===== src/core/tdc_params.svh =====
`ifndef TDC_PARAMS_SVH
`define TDC_PARAMS_SVH
// Register indices, byte address is four times the index
`define TDC_IDX_MON_FILL 6'h30
`define TDC_IDX_CNT_FRAME 6'h31
`define TDC_IDX_PRELOAD_LOW 6'h32
// Monitor and fill control fields
`define TDC_F_A_SEL 7:6
`define TDC_F_B_SEL 5:4
`define TDC_F_FILL_EN 3
`define TDC_F_PATTERN 2:1
`define TDC_F_DONE 0
// Counter and frame control fields
`define TDC_F_FREE_CYCLE 7
`define TDC_F_CARRY_BREAK 6
`define TDC_F_EXT_FRAME 5
`define TDC_F_PRELOAD_EN 3:2
`define TDC_F_PRELOAD_HIGH 1:0
`define TDC_CNT_FRAME_MASK 8'hef
// Reset values
`define TDC_RST_MON_FILL 8'h00
`define TDC_RST_CNT_FRAME 8'h00
`define TDC_RST_PRELOAD_LOW 8'h00
// Fill space: data locations first, then content-addressable ones
`define TDC_DATA_LOCS 11'h400
`define TDC_CAM_LOCS 11'h200
`define TDC_FILL_LAST 11'h5ff
// Fill patterns
`define TDC_CHECK_A 8'h55
`define TDC_CHECK_B 8'haa
`endif


===== src/core/tdc_pkg.sv =====
package tdc_pkg;
  typedef enum logic [1:0] {PIN_NORMAL, PIN_COUNTER, PIN_MEMSTAT, PIN_ERRORS} tdc_pin_sel_t;
  typedef enum logic [1:0] {PAT_CHECK0, PAT_CHECK1, PAT_ADDR, PAT_INV} tdc_pattern_t;
  typedef enum logic {FILL_IDLE, FILL_RUN} tdc_fill_st_t;
  typedef struct packed {
    logic [7:0]   mon_fill_r;
    logic [7:0]   cnt_frame_r;
    logic [7:0]   preload_low_r;
    logic         ack_r;
    logic [7:0]   rdata_r;
    tdc_fill_st_t fill_st_r;
    logic [10:0]  fill_ptr_r;
    logic         fill_we_r;
    logic [10:0]  fill_addr_r;
    logic [7:0]   fill_data_r;
    logic         fill_cam_r;
    logic         frame_meta_r;
    logic         frame_sync_r;
    logic         frame_last_r;
    logic [10:0]  cnt_r;
    logic         pre_last_r;
    logic [11:0]  group_a_r;
    logic [11:0]  group_b_r;
    logic         start_a_r;
    logic         start_b_r;
  } tdc_state_t;
endpackage : tdc_pkg


===== src/core/tdc_diag_core.sv =====
// Added by the designer: register access over Avalon-MM.
`timescale 1ns/1ps
`default_nettype none
`include "tdc_params.svh"
module tdc_diag_core (
  input  wire logic        clk_sys,
  input  wire logic        reset_n,
  input  wire logic [7:0]  avs_address,
  input  wire logic        avs_read,
  input  wire logic        avs_write,
  input  wire logic [31:0] avs_writedata,
  input  wire logic [3:0]  avs_byteenable,
  output logic      [31:0] avs_readdata,
  output logic             avs_waitrequest,
  input  wire logic [11:0] normal_group_a,
  input  wire logic [11:0] normal_group_b,
  output logic      [11:0] group_a_pins,
  output logic      [11:0] group_b_pins,
  input  wire logic        even_memory_hit,
  input  wire logic        odd_memory_hit,
  input  wire logic [9:0]  local_data_addr,
  input  wire logic        even_memory_error,
  input  wire logic        odd_memory_error,
  input  wire logic        local_memory_error,
  input  wire logic        overrun_error_flag,
  input  wire logic [5:0]  page_pointers,
  input  wire logic [1:0]  memory_substate,
  input  wire logic [9:0]  local_conn_addr,
  input  wire logic        local_memory_hit,
  input  wire logic [10:0] memory_state_count,
  input  wire logic        frame_internal_n,
  input  wire logic        frame_compensation_pin_n,
  input  wire logic [10:0] group_a_start_addr,
  input  wire logic [10:0] group_b_start_addr,
  output logic      [10:0] state_counter,
  output logic             group_a_start,
  output logic             group_b_start,
  output logic             fill_write,
  output logic      [10:0] fill_addr,
  output logic      [7:0]  fill_data,
  output logic             fill_cam,
  output logic             memory_write_block
);
  import tdc_pkg::*;

  // ==========================================================
  // Helpers
  function automatic logic [7:0] byte_addr(input logic [5:0] idx);
    byte_addr = {idx, 2'b00};
  endfunction : byte_addr

  function automatic logic [7:0] fill_byte(input tdc_pattern_t pat,
                                           input logic [10:0] loc);
    logic       cam;
    logic [7:0] phys;
    cam  = loc >= `TDC_DATA_LOCS;
    phys = cam ? 8'(loc - `TDC_DATA_LOCS) : loc[7:0];
    unique case (pat)
      PAT_CHECK0: fill_byte = loc[0] ? `TDC_CHECK_B : `TDC_CHECK_A;
      PAT_CHECK1: fill_byte = loc[0] ? `TDC_CHECK_A : `TDC_CHECK_B;
      PAT_ADDR:   fill_byte = phys;
      PAT_INV:    fill_byte = ~loc[7:0];
    endcase
  endfunction : fill_byte

  function automatic logic [10:0] split_inc(input logic [10:0] v);
    split_inc = {3'(v[10:8] + 3'h1), 4'(v[7:4] + 4'h1), 4'(v[3:0] + 4'h1)};
  endfunction : split_inc

  // ==========================================================
  // State
  tdc_state_t s_r;
  tdc_state_t s_nxt;

  logic         req;
  logic         take;
  logic         wr_fire;
  logic         hit_mon;
  logic         hit_cnt;
  logic         hit_pre;
  logic         fill_en;
  logic         done_set;
  logic         done_clr;
  logic         pre_en;
  logic         frame_src;
  logic         frame_pulse;
  logic [10:0]  preload_val;
  logic [7:0]   rd_mux;
  tdc_pin_sel_t sel_a;
  tdc_pin_sel_t sel_b;

  assign req     = avs_read | avs_write;
  assign take    = req & s_r.ack_r;
  assign wr_fire = avs_write & take & avs_byteenable[0];
  assign hit_mon = avs_address == byte_addr(`TDC_IDX_MON_FILL);
  assign hit_cnt = avs_address == byte_addr(`TDC_IDX_CNT_FRAME);
  assign hit_pre = avs_address == byte_addr(`TDC_IDX_PRELOAD_LOW);
  assign fill_en = s_r.mon_fill_r[`TDC_F_FILL_EN];
  assign sel_a   = tdc_pin_sel_t'(s_r.mon_fill_r[`TDC_F_A_SEL]);
  assign sel_b   = tdc_pin_sel_t'(s_r.mon_fill_r[`TDC_F_B_SEL]);
  assign pre_en  = |s_r.cnt_frame_r[`TDC_F_PRELOAD_EN];
  assign preload_val = {1'b0, s_r.cnt_frame_r[`TDC_F_PRELOAD_HIGH], s_r.preload_low_r};
  assign frame_src   = s_r.cnt_frame_r[`TDC_F_EXT_FRAME] ? s_r.frame_sync_r
                                                         : frame_internal_n;
  assign frame_pulse = s_r.frame_last_r & ~frame_src;
  assign done_set = (s_r.fill_st_r == FILL_RUN) & fill_en &
                    (s_r.fill_ptr_r == `TDC_FILL_LAST);
  assign done_clr = wr_fire & hit_mon & ~avs_writedata[`TDC_F_DONE];

  always_comb begin
    unique case (1'b1)
      hit_mon: rd_mux = s_r.mon_fill_r;
      hit_cnt: rd_mux = s_r.cnt_frame_r;
      hit_pre: rd_mux = s_r.preload_low_r;
      default: rd_mux = 8'h00;
    endcase
  end

  // ==========================================================
  // Next state
  always_comb begin
    s_nxt = s_r;
    // Bus slave: one wait cycle, then answer
    s_nxt.ack_r = req & ~s_r.ack_r;
    if (req && !s_r.ack_r) begin
      s_nxt.rdata_r = rd_mux;
    end
    if (wr_fire && hit_mon) begin
      s_nxt.mon_fill_r[7:1] = avs_writedata[7:1];
    end
    if (wr_fire && hit_cnt) begin
      s_nxt.cnt_frame_r = avs_writedata[7:0] & `TDC_CNT_FRAME_MASK;
    end
    if (wr_fire && hit_pre) begin
      s_nxt.preload_low_r = avs_writedata[7:0];
    end
    // Done sticky, set wins over clear
    s_nxt.mon_fill_r[`TDC_F_DONE] = done_set |
                                    (s_r.mon_fill_r[`TDC_F_DONE] & ~done_clr);

    // Fill engine
    s_nxt.fill_we_r = 1'b0;
    unique case (s_r.fill_st_r)
      FILL_IDLE: begin
        if (fill_en && !s_r.mon_fill_r[`TDC_F_DONE]) begin
          s_nxt.fill_st_r  = FILL_RUN;
          s_nxt.fill_ptr_r = 11'h000;
        end
      end
      FILL_RUN: begin
        if (!fill_en) begin
          s_nxt.fill_st_r = FILL_IDLE;
        end else begin
          s_nxt.fill_we_r   = 1'b1;
          s_nxt.fill_addr_r = s_r.fill_ptr_r;
          s_nxt.fill_cam_r  = s_r.fill_ptr_r >= `TDC_DATA_LOCS;
          s_nxt.fill_data_r = fill_byte(tdc_pattern_t'(s_r.mon_fill_r[`TDC_F_PATTERN]),
                                        s_r.fill_ptr_r);
          s_nxt.fill_ptr_r  = 11'(s_r.fill_ptr_r + 11'h001);
          if (done_set) begin
            s_nxt.fill_st_r = FILL_IDLE;
          end
        end
      end
    endcase

    s_nxt.frame_meta_r = frame_compensation_pin_n;
    s_nxt.frame_sync_r = s_r.frame_meta_r;
    s_nxt.frame_last_r = frame_src;

    // State counter
    s_nxt.pre_last_r = pre_en;
    if (pre_en) begin
      if (!s_r.pre_last_r || s_r.cnt_r <= 11'h001) begin
        s_nxt.cnt_r = preload_val;
      end else begin
        s_nxt.cnt_r = 11'(s_r.cnt_r - 11'h001);
      end
    end else if (s_r.cnt_frame_r[`TDC_F_CARRY_BREAK]) begin
      s_nxt.cnt_r = split_inc(s_r.cnt_r);
    end else if (frame_pulse && !s_r.cnt_frame_r[`TDC_F_FREE_CYCLE]) begin
      s_nxt.cnt_r = 11'h000;
    end else begin
      s_nxt.cnt_r = 11'(s_r.cnt_r + 11'h001);
    end

    s_nxt.start_a_r = s_r.cnt_r == group_a_start_addr;
    s_nxt.start_b_r = s_r.cnt_r == group_b_start_addr;

    // Group A pin monitor
    unique case (sel_a)
      PIN_NORMAL:  s_nxt.group_a_r = normal_group_a;
      PIN_COUNTER: s_nxt.group_a_r = {1'b0, s_r.cnt_r};
      PIN_MEMSTAT: s_nxt.group_a_r = {even_memory_hit, odd_memory_hit, local_data_addr};
      PIN_ERRORS:  s_nxt.group_a_r = {even_memory_error, odd_memory_error,
                                      local_memory_error, overrun_error_flag,
                                      2'b00, page_pointers};
    endcase
    // Group B pin monitor
    unique case (sel_b)
      PIN_NORMAL:  s_nxt.group_b_r = normal_group_b;
      PIN_COUNTER: s_nxt.group_b_r = {1'b0, s_r.cnt_r};
      PIN_MEMSTAT: s_nxt.group_b_r = {memory_substate, local_conn_addr};
      PIN_ERRORS:  s_nxt.group_b_r = {local_memory_hit, memory_state_count};
    endcase
  end

  always_ff @(posedge clk_sys or negedge reset_n) begin
    if (!reset_n) begin
      s_r <= '0;
    end else begin
      s_r <= s_nxt;
    end
  end

  // ==========================================================
  // Outputs
  assign avs_waitrequest    = req & ~s_r.ack_r;
  assign avs_readdata       = {24'h000000, s_r.rdata_r};
  assign group_a_pins       = s_r.group_a_r;
  assign group_b_pins       = s_r.group_b_r;
  assign state_counter      = s_r.cnt_r;
  assign group_a_start      = s_r.start_a_r;
  assign group_b_start      = s_r.start_b_r;
  assign fill_write         = s_r.fill_we_r;
  assign fill_addr          = s_r.fill_addr_r;
  assign fill_data          = s_r.fill_data_r;
  assign fill_cam           = s_r.fill_cam_r;
  assign memory_write_block = s_r.mon_fill_r[`TDC_F_DONE];

  // ==========================================================
  // Checks
  property p_a_counter;
    @(posedge clk_sys) disable iff (!reset_n)
    sel_a == PIN_COUNTER |=> group_a_pins == {1'b0, $past(state_counter)};
  endproperty
  a_a_counter: assert property (p_a_counter) else $error("group A counter view wrong");

  property p_b_counter;
    @(posedge clk_sys) disable iff (!reset_n)
    sel_b == PIN_COUNTER |=> group_b_pins == {1'b0, $past(state_counter)};
  endproperty
  a_b_counter: assert property (p_b_counter) else $error("group B counter view wrong");

  property p_a_errors;
    @(posedge clk_sys) disable iff (!reset_n)
    sel_a == PIN_ERRORS |=> group_a_pins[7:6] == 2'b00 &&
                            group_a_pins[5:0] == $past(page_pointers);
  endproperty
  a_a_errors: assert property (p_a_errors) else $error("group A error view wrong");

  property p_b_substate;
    @(posedge clk_sys) disable iff (!reset_n)
    sel_b == PIN_MEMSTAT |=> group_b_pins == {$past(memory_substate), $past(local_conn_addr)};
  endproperty
  a_b_substate: assert property (p_b_substate) else $error("group B substate view wrong");

  property p_done_hold;
    @(posedge clk_sys) disable iff (!reset_n)
    memory_write_block && !done_clr |=> memory_write_block;
  endproperty
  a_done_hold: assert property (p_done_hold) else $error("done status lost");

  property p_no_write_done;
    @(posedge clk_sys) disable iff (!reset_n)
    memory_write_block && $past(memory_write_block) |-> !fill_write;
  endproperty
  a_no_write_done: assert property (p_no_write_done) else $error("write while done");

  property p_done_last;
    @(posedge clk_sys) disable iff (!reset_n)
    $rose(memory_write_block) |-> fill_write && fill_addr == `TDC_FILL_LAST;
  endproperty
  a_done_last: assert property (p_done_last) else $error("done before last location");

  property p_fill_order;
    @(posedge clk_sys) disable iff (!reset_n)
    fill_write && fill_addr != `TDC_FILL_LAST && fill_en ##1 fill_en
      |-> fill_write && fill_addr == 11'($past(fill_addr) + 11'h001);
  endproperty
  a_fill_order: assert property (p_fill_order) else $error("fill not in address order");

  property p_checker;
    @(posedge clk_sys) disable iff (!reset_n)
    fill_write && !fill_cam && $past(s_r.mon_fill_r[`TDC_F_PATTERN]) == 2'b00
      |-> fill_data == (fill_addr[0] ? `TDC_CHECK_B : `TDC_CHECK_A);
  endproperty
  a_checker: assert property (p_checker) else $error("checkerboard pattern wrong");

  property p_split;
    @(posedge clk_sys) disable iff (!reset_n)
    !pre_en && s_r.cnt_frame_r[`TDC_F_CARRY_BREAK]
      |=> state_counter[3:0] == 4'($past(state_counter[3:0]) + 4'h1) &&
          state_counter[10:8] == 3'($past(state_counter[10:8]) + 3'h1);
  endproperty
  a_split: assert property (p_split) else $error("split counter wrong");

  property p_preload;
    @(posedge clk_sys) disable iff (!reset_n)
    pre_en && !s_r.pre_last_r |=> state_counter == $past(preload_val);
  endproperty
  a_preload: assert property (p_preload) else $error("preload not loaded");

  property p_frame;
    @(posedge clk_sys) disable iff (!reset_n)
    frame_pulse && !pre_en && !s_r.cnt_frame_r[`TDC_F_CARRY_BREAK] &&
      !s_r.cnt_frame_r[`TDC_F_FREE_CYCLE] |=> state_counter == 11'h000;
  endproperty
  a_frame: assert property (p_frame) else $error("frame sync missed");

  property p_start;
    @(posedge clk_sys) disable iff (!reset_n)
    state_counter == group_a_start_addr ##1 $stable(group_a_start_addr) |-> group_a_start;
  endproperty
  a_start: assert property (p_start) else $error("group A start missed");

  property p_wait;
    @(posedge clk_sys) disable iff (!reset_n)
    req && avs_waitrequest ##1 req |-> !avs_waitrequest;
  endproperty
  a_wait: assert property (p_wait) else $error("bus answer late");
endmodule : tdc_diag_core
`default_nettype wire


===== config.mk =====
export PLATFORM = sky130hd
export DESIGN_NAME = tdc_diag_core
export DESIGN_NICKNAME = d
export VERILOG_FILES = /design/src/core/tdc_pkg.sv /design/src/core/tdc_diag_core.sv
export VERILOG_INCLUDE_DIRS = /design/src /design/src/core
export SDC_FILE = /design/constraint.sdc
export NUM_CORES = 1
export LEC_CHECK = 0
export BUFFER_PORTS_ARGS = -buffer_cell sky130_fd_sc_hd__clkbuf_2
export CAP_MARGIN = 20
export CORE_MARGIN = 4
export CORE_UTILIZATION = 25
export CTS_CLUSTER_SIZE = 12
export DETAILED_ROUTE_END_ITERATION = 6
export GPL_TIMING_DRIVEN = 0
export SYNTH_ARGS = -nofsm -noshare
export SYNTH_HDL_FRONTEND = slang
export SYNTH_SLANG_ARGS = --single-unit
export TNS_END_PERCENT = 10

===== constraint.sdc =====
create_clock -name clk_sys -period 3.1 [get_ports clk_sys]
set_input_delay 0.155 -clock clk_sys [delete_from_list [all_inputs] [get_ports clk_sys]]
set_output_delay 0.155 -clock clk_sys [all_outputs]
set_load 0.005 [all_outputs]

==> results.cfg, run 1 <==
[run_status]
status = finished clean

[pwr]
power.density_nw_per_um2 = 436.8
max-vdd-ir-drop_v = 0.0002555
leakagePower_nw = 3.935

[worst_setup_path]
crit_top_cell = or4_4
crit_type = reg -> reg
r2r_end = state_counter[1]
endpoint_kind = register
r2r_start = state_counter[0]
crit_path_cell_trace = buf_4 -> or4_4 -> or4_4 -> o311ai_4 -> buf_8 -> mux2i_1 -> o22ai_1
critical_path.max_stage_delay_ns = 0.52
cp.arrival_ns = 2.93
rr_worst_depth = 7
cp_slowest_cell = or4_4
required_ns = 3.30
cp_top_family = simple AND/OR/NAND/NOR gates
cp_max_fo = 10
crit_path_start_kind = register
crit_buf_inv = 2
r2r_slack_ns = 0.37

[drt]
drtIter0Drc = 275
dr_wl_met3_mm = 1.307
drc = 0
maxUsedRoutingLayer = met5
wl_met2_mm = 8.731
wl_met1_mm = 7.803
routed_wl_mm = 18.15
vias_per_cell = 4.420
num_vias = 4964
routedWlPerCell_um = 16.16
antenna_left = 0
dr.pass1.iters = 5

[yosys]
ys.warnings.count = 0
yosysUniqueCellTypes = 55
synthTopCellsByArea = dfrtp_1 (43%), buf_4 (11%), mux4_2 (6.6%)
synth_edf_count = 0
netlist_area_um2 = 6140
seq_area_frac_synth = 0.4320
ys_top_cells_by_count = dfrtp_1 (106), buf_4 (87), nand2_1 (50)
synth_area_leader_cell = dfrtp_1
synth_ff_type = dfrtp_1
syn_inst = 577
synth_top_area_frac = 0.4320
synth-async-reset-ratio = 1.000
yosys_register_bits = 106
post-synth-top-count-cell = dfrtp_1
syn_area_per_cell_um2 = 10.64

[job]
maxCapViolCount = 0

[global_route]
overflow = 0
antenna_found_initial = 1
grt_pass1_vias = 4826
grt_pass1_wl_mm = 27.34
grt_max_degree = 107
grt_util_all_layers = 0.1304

[clock_tree]
clockBufferDepth = 2
cts_tree = built
cts_max_level = 3
numCtsBuffers = 9
clk_pin_slew_ns = 0.07
ctsHoldBuffers = 2
root_buffer = clkbuf_16
clk_latency_ns = 0.36
post_cts_buffers = 0
post_cts_resized = 0
cts.sinks = 106

[die]
die_h_um = 164.7
dieArea_um2 = 27130
num_rows = 57
num_io_pins = 234
die_w_um = 164.7
core_um2 = 24250
start_util = 0.2532

[finish]
fillCellCount = 2506
drive_gt1_frac = 0.4230
nNetsFinal = 947
regArea_um2 = 2653
area_delta_synth_final_pct = 28.12
multiInputGateArea_um2 = 2720
fin_cells = 1123
diodes = 0

[worst_hold_path]
min-delay-start = normal_group_b[11]
hold_class = in -> reg
hold_path_depth = 2
worst_hold_path.endpoint = group_b_pins[11]

[sta]
post-route-min-period_ns = 2.726
rsz0062_at_grt = false
tns_ns = 0
relSlewSlack = 0.3714
period_share = 0.8793
tightest_slew_ns = 0.9378
setup_viol_count_final = 0
max_freq_mhz = 366.9
drv_slew = 0
skew_ns = 0.01150
hold_viol_final = 0

[placement]
dp.cells = 1105
portBuffers = 181
gp_congestion = 0.8613
hpwlAfterDp_mm = 13.71
[report_power, final]
group | switching, mW | total, mW | leakage [nW] | internal [mW]
registers | 0.0510 | 1.48 | 1.41 | 1.43
logic | 0.404 | 0.796 | 2.38 | 0.393
clock network | 0.573 | 1.16 | 0.143 | 0.586
[routing by layer]
layer	up-vias	global-route usage
met2	162	0.2156
met5	-	0
met4	2	0.03743
li1	2340	-
met1	2439	0.1741
met3	21	0.02521
[how the worst max path moves through the flow]
stage | depth (start not counted) | end | start
6_report | 7 | state_counter[1] | state_counter[0]
5_1_grt | 7 | state_counter[2] | state_counter[0]
4_1_cts | 7 | state_counter[2] | state_counter[0]
3_5_place_dp | 7 | state_counter[2] | state_counter[0]
3_3_place_gp | 1 | fill_data[3] | reset_n
2_1_floorplan | 7 | state_counter[1] | state_counter[0]
[worst reg2reg max path: stages, from the launching register on]
cell,delay [ns]
dfrtp_1,0.43
buf_4,0.21
or4_4,0.52
or4_4,0.47
o311ai_4,0.44
buf_8,0.21
mux2i_1,0.19
o22ai_1,0.11
[per-stage QoR]
step           total power, mW    util  hold slack, ns  worst slack, ns  area (um^2)
2_1_floorplan            1.999       -         -0.1406           0.6578         6226
3_3_place_gp             2.289  0.3108          0.2655           0.2543         7537
3_5_place_dp             2.302  0.3114          0.2719           0.4090         7551
4_1_cts                  3.470  0.3244         0.02671           0.3950         7866
5_1_grt                  3.614  0.3244         0.04185           0.2963         7866
6_report                 3.436  0.3244         0.03686           0.3743         7866
[sequential cells by signal, indices dropped and copies added, names as in the netlist]
signal              flops
group_b_pins           12
group_a_pins           12
fill_data               8
fill_cam                1
group_a_start           1
preload_val            10
fill_addr              11
memory_write_block      1
state_counter          11
avs_readdata            8
fill_en                 1
s_nxt                   1
s_r                    27
fill_write              1
group_b_start           1
[cell families (layout without fill, tap and decap cells)]
group,Yosys count,after routing,share of synthesized area
other cells,1,24,0.0006108
compound gates,85,85,0.09171
buf+inv,136,335,0.1398
flops,106,106,0.4320
simple gates,130,130,0.09966
mux,62,62,0.1482
fa+ha+maj,11,11,0.02242
xor+xnor,46,46,0.06562
[cell type report]
| type | instances | share of cell area |
|---|---|---|
| Clock inverter | 6 | 0.007158 |
| Timing Repair Buffer | 183 | 0.1188 |
| Sequential cell | 106 | 0.3372 |
| Inverter | 16 | 0.007635 |
| Clock buffer | 10 | 0.03038 |
| Tap cell | 324 | 0.05153 |
| Multi-Input combinational cell | 358 | 0.3458 |
| Buffer | 120 | 0.1015 |
[placed cells by master, fill, tap and decap left out, types with 24 or more instances in the layout]
master / count
conb_1: 24
nor2_1: 26
mux2_2: 25
nand2_1: 50
buf_4: 87
clkbuf_2: 180
o21ai_0: 37
xnor2_1: 32
clkbuf_1: 26
dfrtp_1: 106
Power figures use the tool's default switching activity.
==> run 2: changes to the inputs <==
Settings changed: CORE_UTILIZATION 25 to 30, RECOVER_POWER set to 50.
==> run 2 against run 1 <==
Net effect: the run now ends with capacitance limit, slew limit left; critical path depth is the same; worst hold slack lost 0.0093 ns; clock power grew 6%; core utilization grew 6.2 points.
==> results.cfg, run 2 (synthesized netlist as in run 1, its figures left out) <==
[run_status]
status = finished, violations left
violations = capacitance limit, slew limit

[clock_tree]
clockBufferDepth = 2
post_cts_buffers = 0
cts.sinks = 106
root_buffer = clkbuf_16
clk_pin_slew_ns = 0.07
numCtsBuffers = 9
cts_tree = built
clk_latency_ns = 0.36
cts_max_level = 3

[pwr]
finalPower_mw = 3.479
max-vdd-ir-drop_v = 0.0001936
power.density_nw_per_um2 = 447.0
leakagePower_nw = 3.861

[worst_setup_path]
cp.arrival_ns = 2.90
crit_type = reg -> reg
required_ns = 3.31
endpoint_kind = register
crit_path_start_kind = register
cp_max_fo = 10

[finish]
regArea_um2 = 2653
final_common_cell = clkbuf_2
area_delta_synth_final_pct = 26.78
drive_gt1_frac = 0.3863
nNetsFinal = 948
multiInputGateArea_um2 = 2720
fillCellCount = 2036
diodes = 0
largest_reg_flops = 27
regMostFlops = s_r
final_cell_mix = clkbuf_2 (152), dfrtp_1 (106), buf_4 (84), clkbuf_1 (53), nand2_1 (50)

[drt]
antenna_left = 0
routed_wl_mm = 17.71
num_vias = 4876
dr.pass1.iters = 4
drtIter0Drc = 240
routedWlPerCell_um = 16.55
vias_per_cell = 4.557
drc = 0

[die]
dieArea_um2 = 22820
die_h_um = 151.1
start_util = 0.3044
core_um2 = 20170
num_rows = 52
num_io_pins = 234
die_w_um = 151.1

[global_route]
grtUsageMet1 = 0.2050
antenna_found_initial = 1
use_met2 = 0.2532
grt_pass1_wl_mm = 26.90
busiest_layer = met2
overflow = 0
grt_max_degree = 107
grt_util_all_layers = 0.1532
grt_util_met3 = 0.03202
grt_pass1_vias = 4762

[placement]
hpwlAfterDp_mm = 13.40
gp_congestion = 0.8562
portBuffers = 181

[sta]
tightest_slew_ns = 1.528
post-route-min-period_ns = 2.687
rsz0062_at_grt = false
period_share = 0.8667
tns_ns = 0
max_freq_mhz = 372.2
skew_ns = 0.01036
relSlewSlack = -0.01871
drv_slew = 107
hold_viol_final = 0
setup_viol_count_final = 0

[job]
maxCapViolCount = 1

[worst_hold_path]
hold_class = in -> reg
## run 2: where the power goes
group          internal [mW]  total [mW]  switching [mW]
clock                  0.660        1.23           0.566
sequential              1.43        1.48          0.0450
combinational          0.389       0.777           0.388
total                   2.48        3.48           0.999
## run 2: final cells by class
type                            instances  area share
Multi-Input combinational cell        358      0.3495
Sequential cell                       106      0.3408
Timing Repair Buffer                  184      0.1161
Buffer                                120      0.1026
Tap cell                              270     0.04340
Clock buffer                           10     0.03070
Clock inverter                          6    0.009323
Inverter                               16    0.007716
## run 2: path summary, 6_finish.rpt
check	startpoint	to	slack [ns]	depth (start not counted)
max	state_counter[0]	state_counter[6]	0.41	7
min reg2reg	s_nxt[39]	s_r[39]	0.36	0
min in group asynchronous	reset_n	avs_readdata[4]	0.97	3
max reg2reg	state_counter[0]	state_counter[6]	0.41	7
max in group asynchronous	reset_n	state_counter[1]	1.18	3
min	normal_group_b[11]	group_b_pins[11]	0.03	2
## run 2: layer usage
metal  part of all wire  vias up
met5            0.00073        -
met4              0.012        2
met3              0.073       16
met2               0.48      149
met1               0.43     2372
li1                   -     2337
## run 2: critical path: stages, from the launching register on
cell	delay, ns
dfrtp_1	0.41
buf_4	0.21
or4_4	0.52
or4_4	0.46
o311ai_4	0.43
buf_8	0.21
mux2i_1	0.20
o22ai_1	0.10
## run 2: per-stage QoR
stage	instance area, um^2	utilization	setup slack (ns)	hold WS [ns]	cells
3_3_place_gp	7470	0.3703	0.1846	0.2655	1051
2_1_floorplan	6226	-	0.6578	-0.1406	600
4_1_cts	7843	0.3888	0.4059	0.01981	1070
5_1_grt	7784	0.3859	0.2611	0.03442	1070
6_report	7784	0.3859	0.4133	0.02756	1070
3_5_place_dp	7511	0.3724	0.4231	0.2674	1052
## run 2: repair_timing
action / 4_1_cts / 5_1_grt
hold endpoints to repair: 107 / 0
resized for setup: 0 / 0
hold buffers: 2 / 0
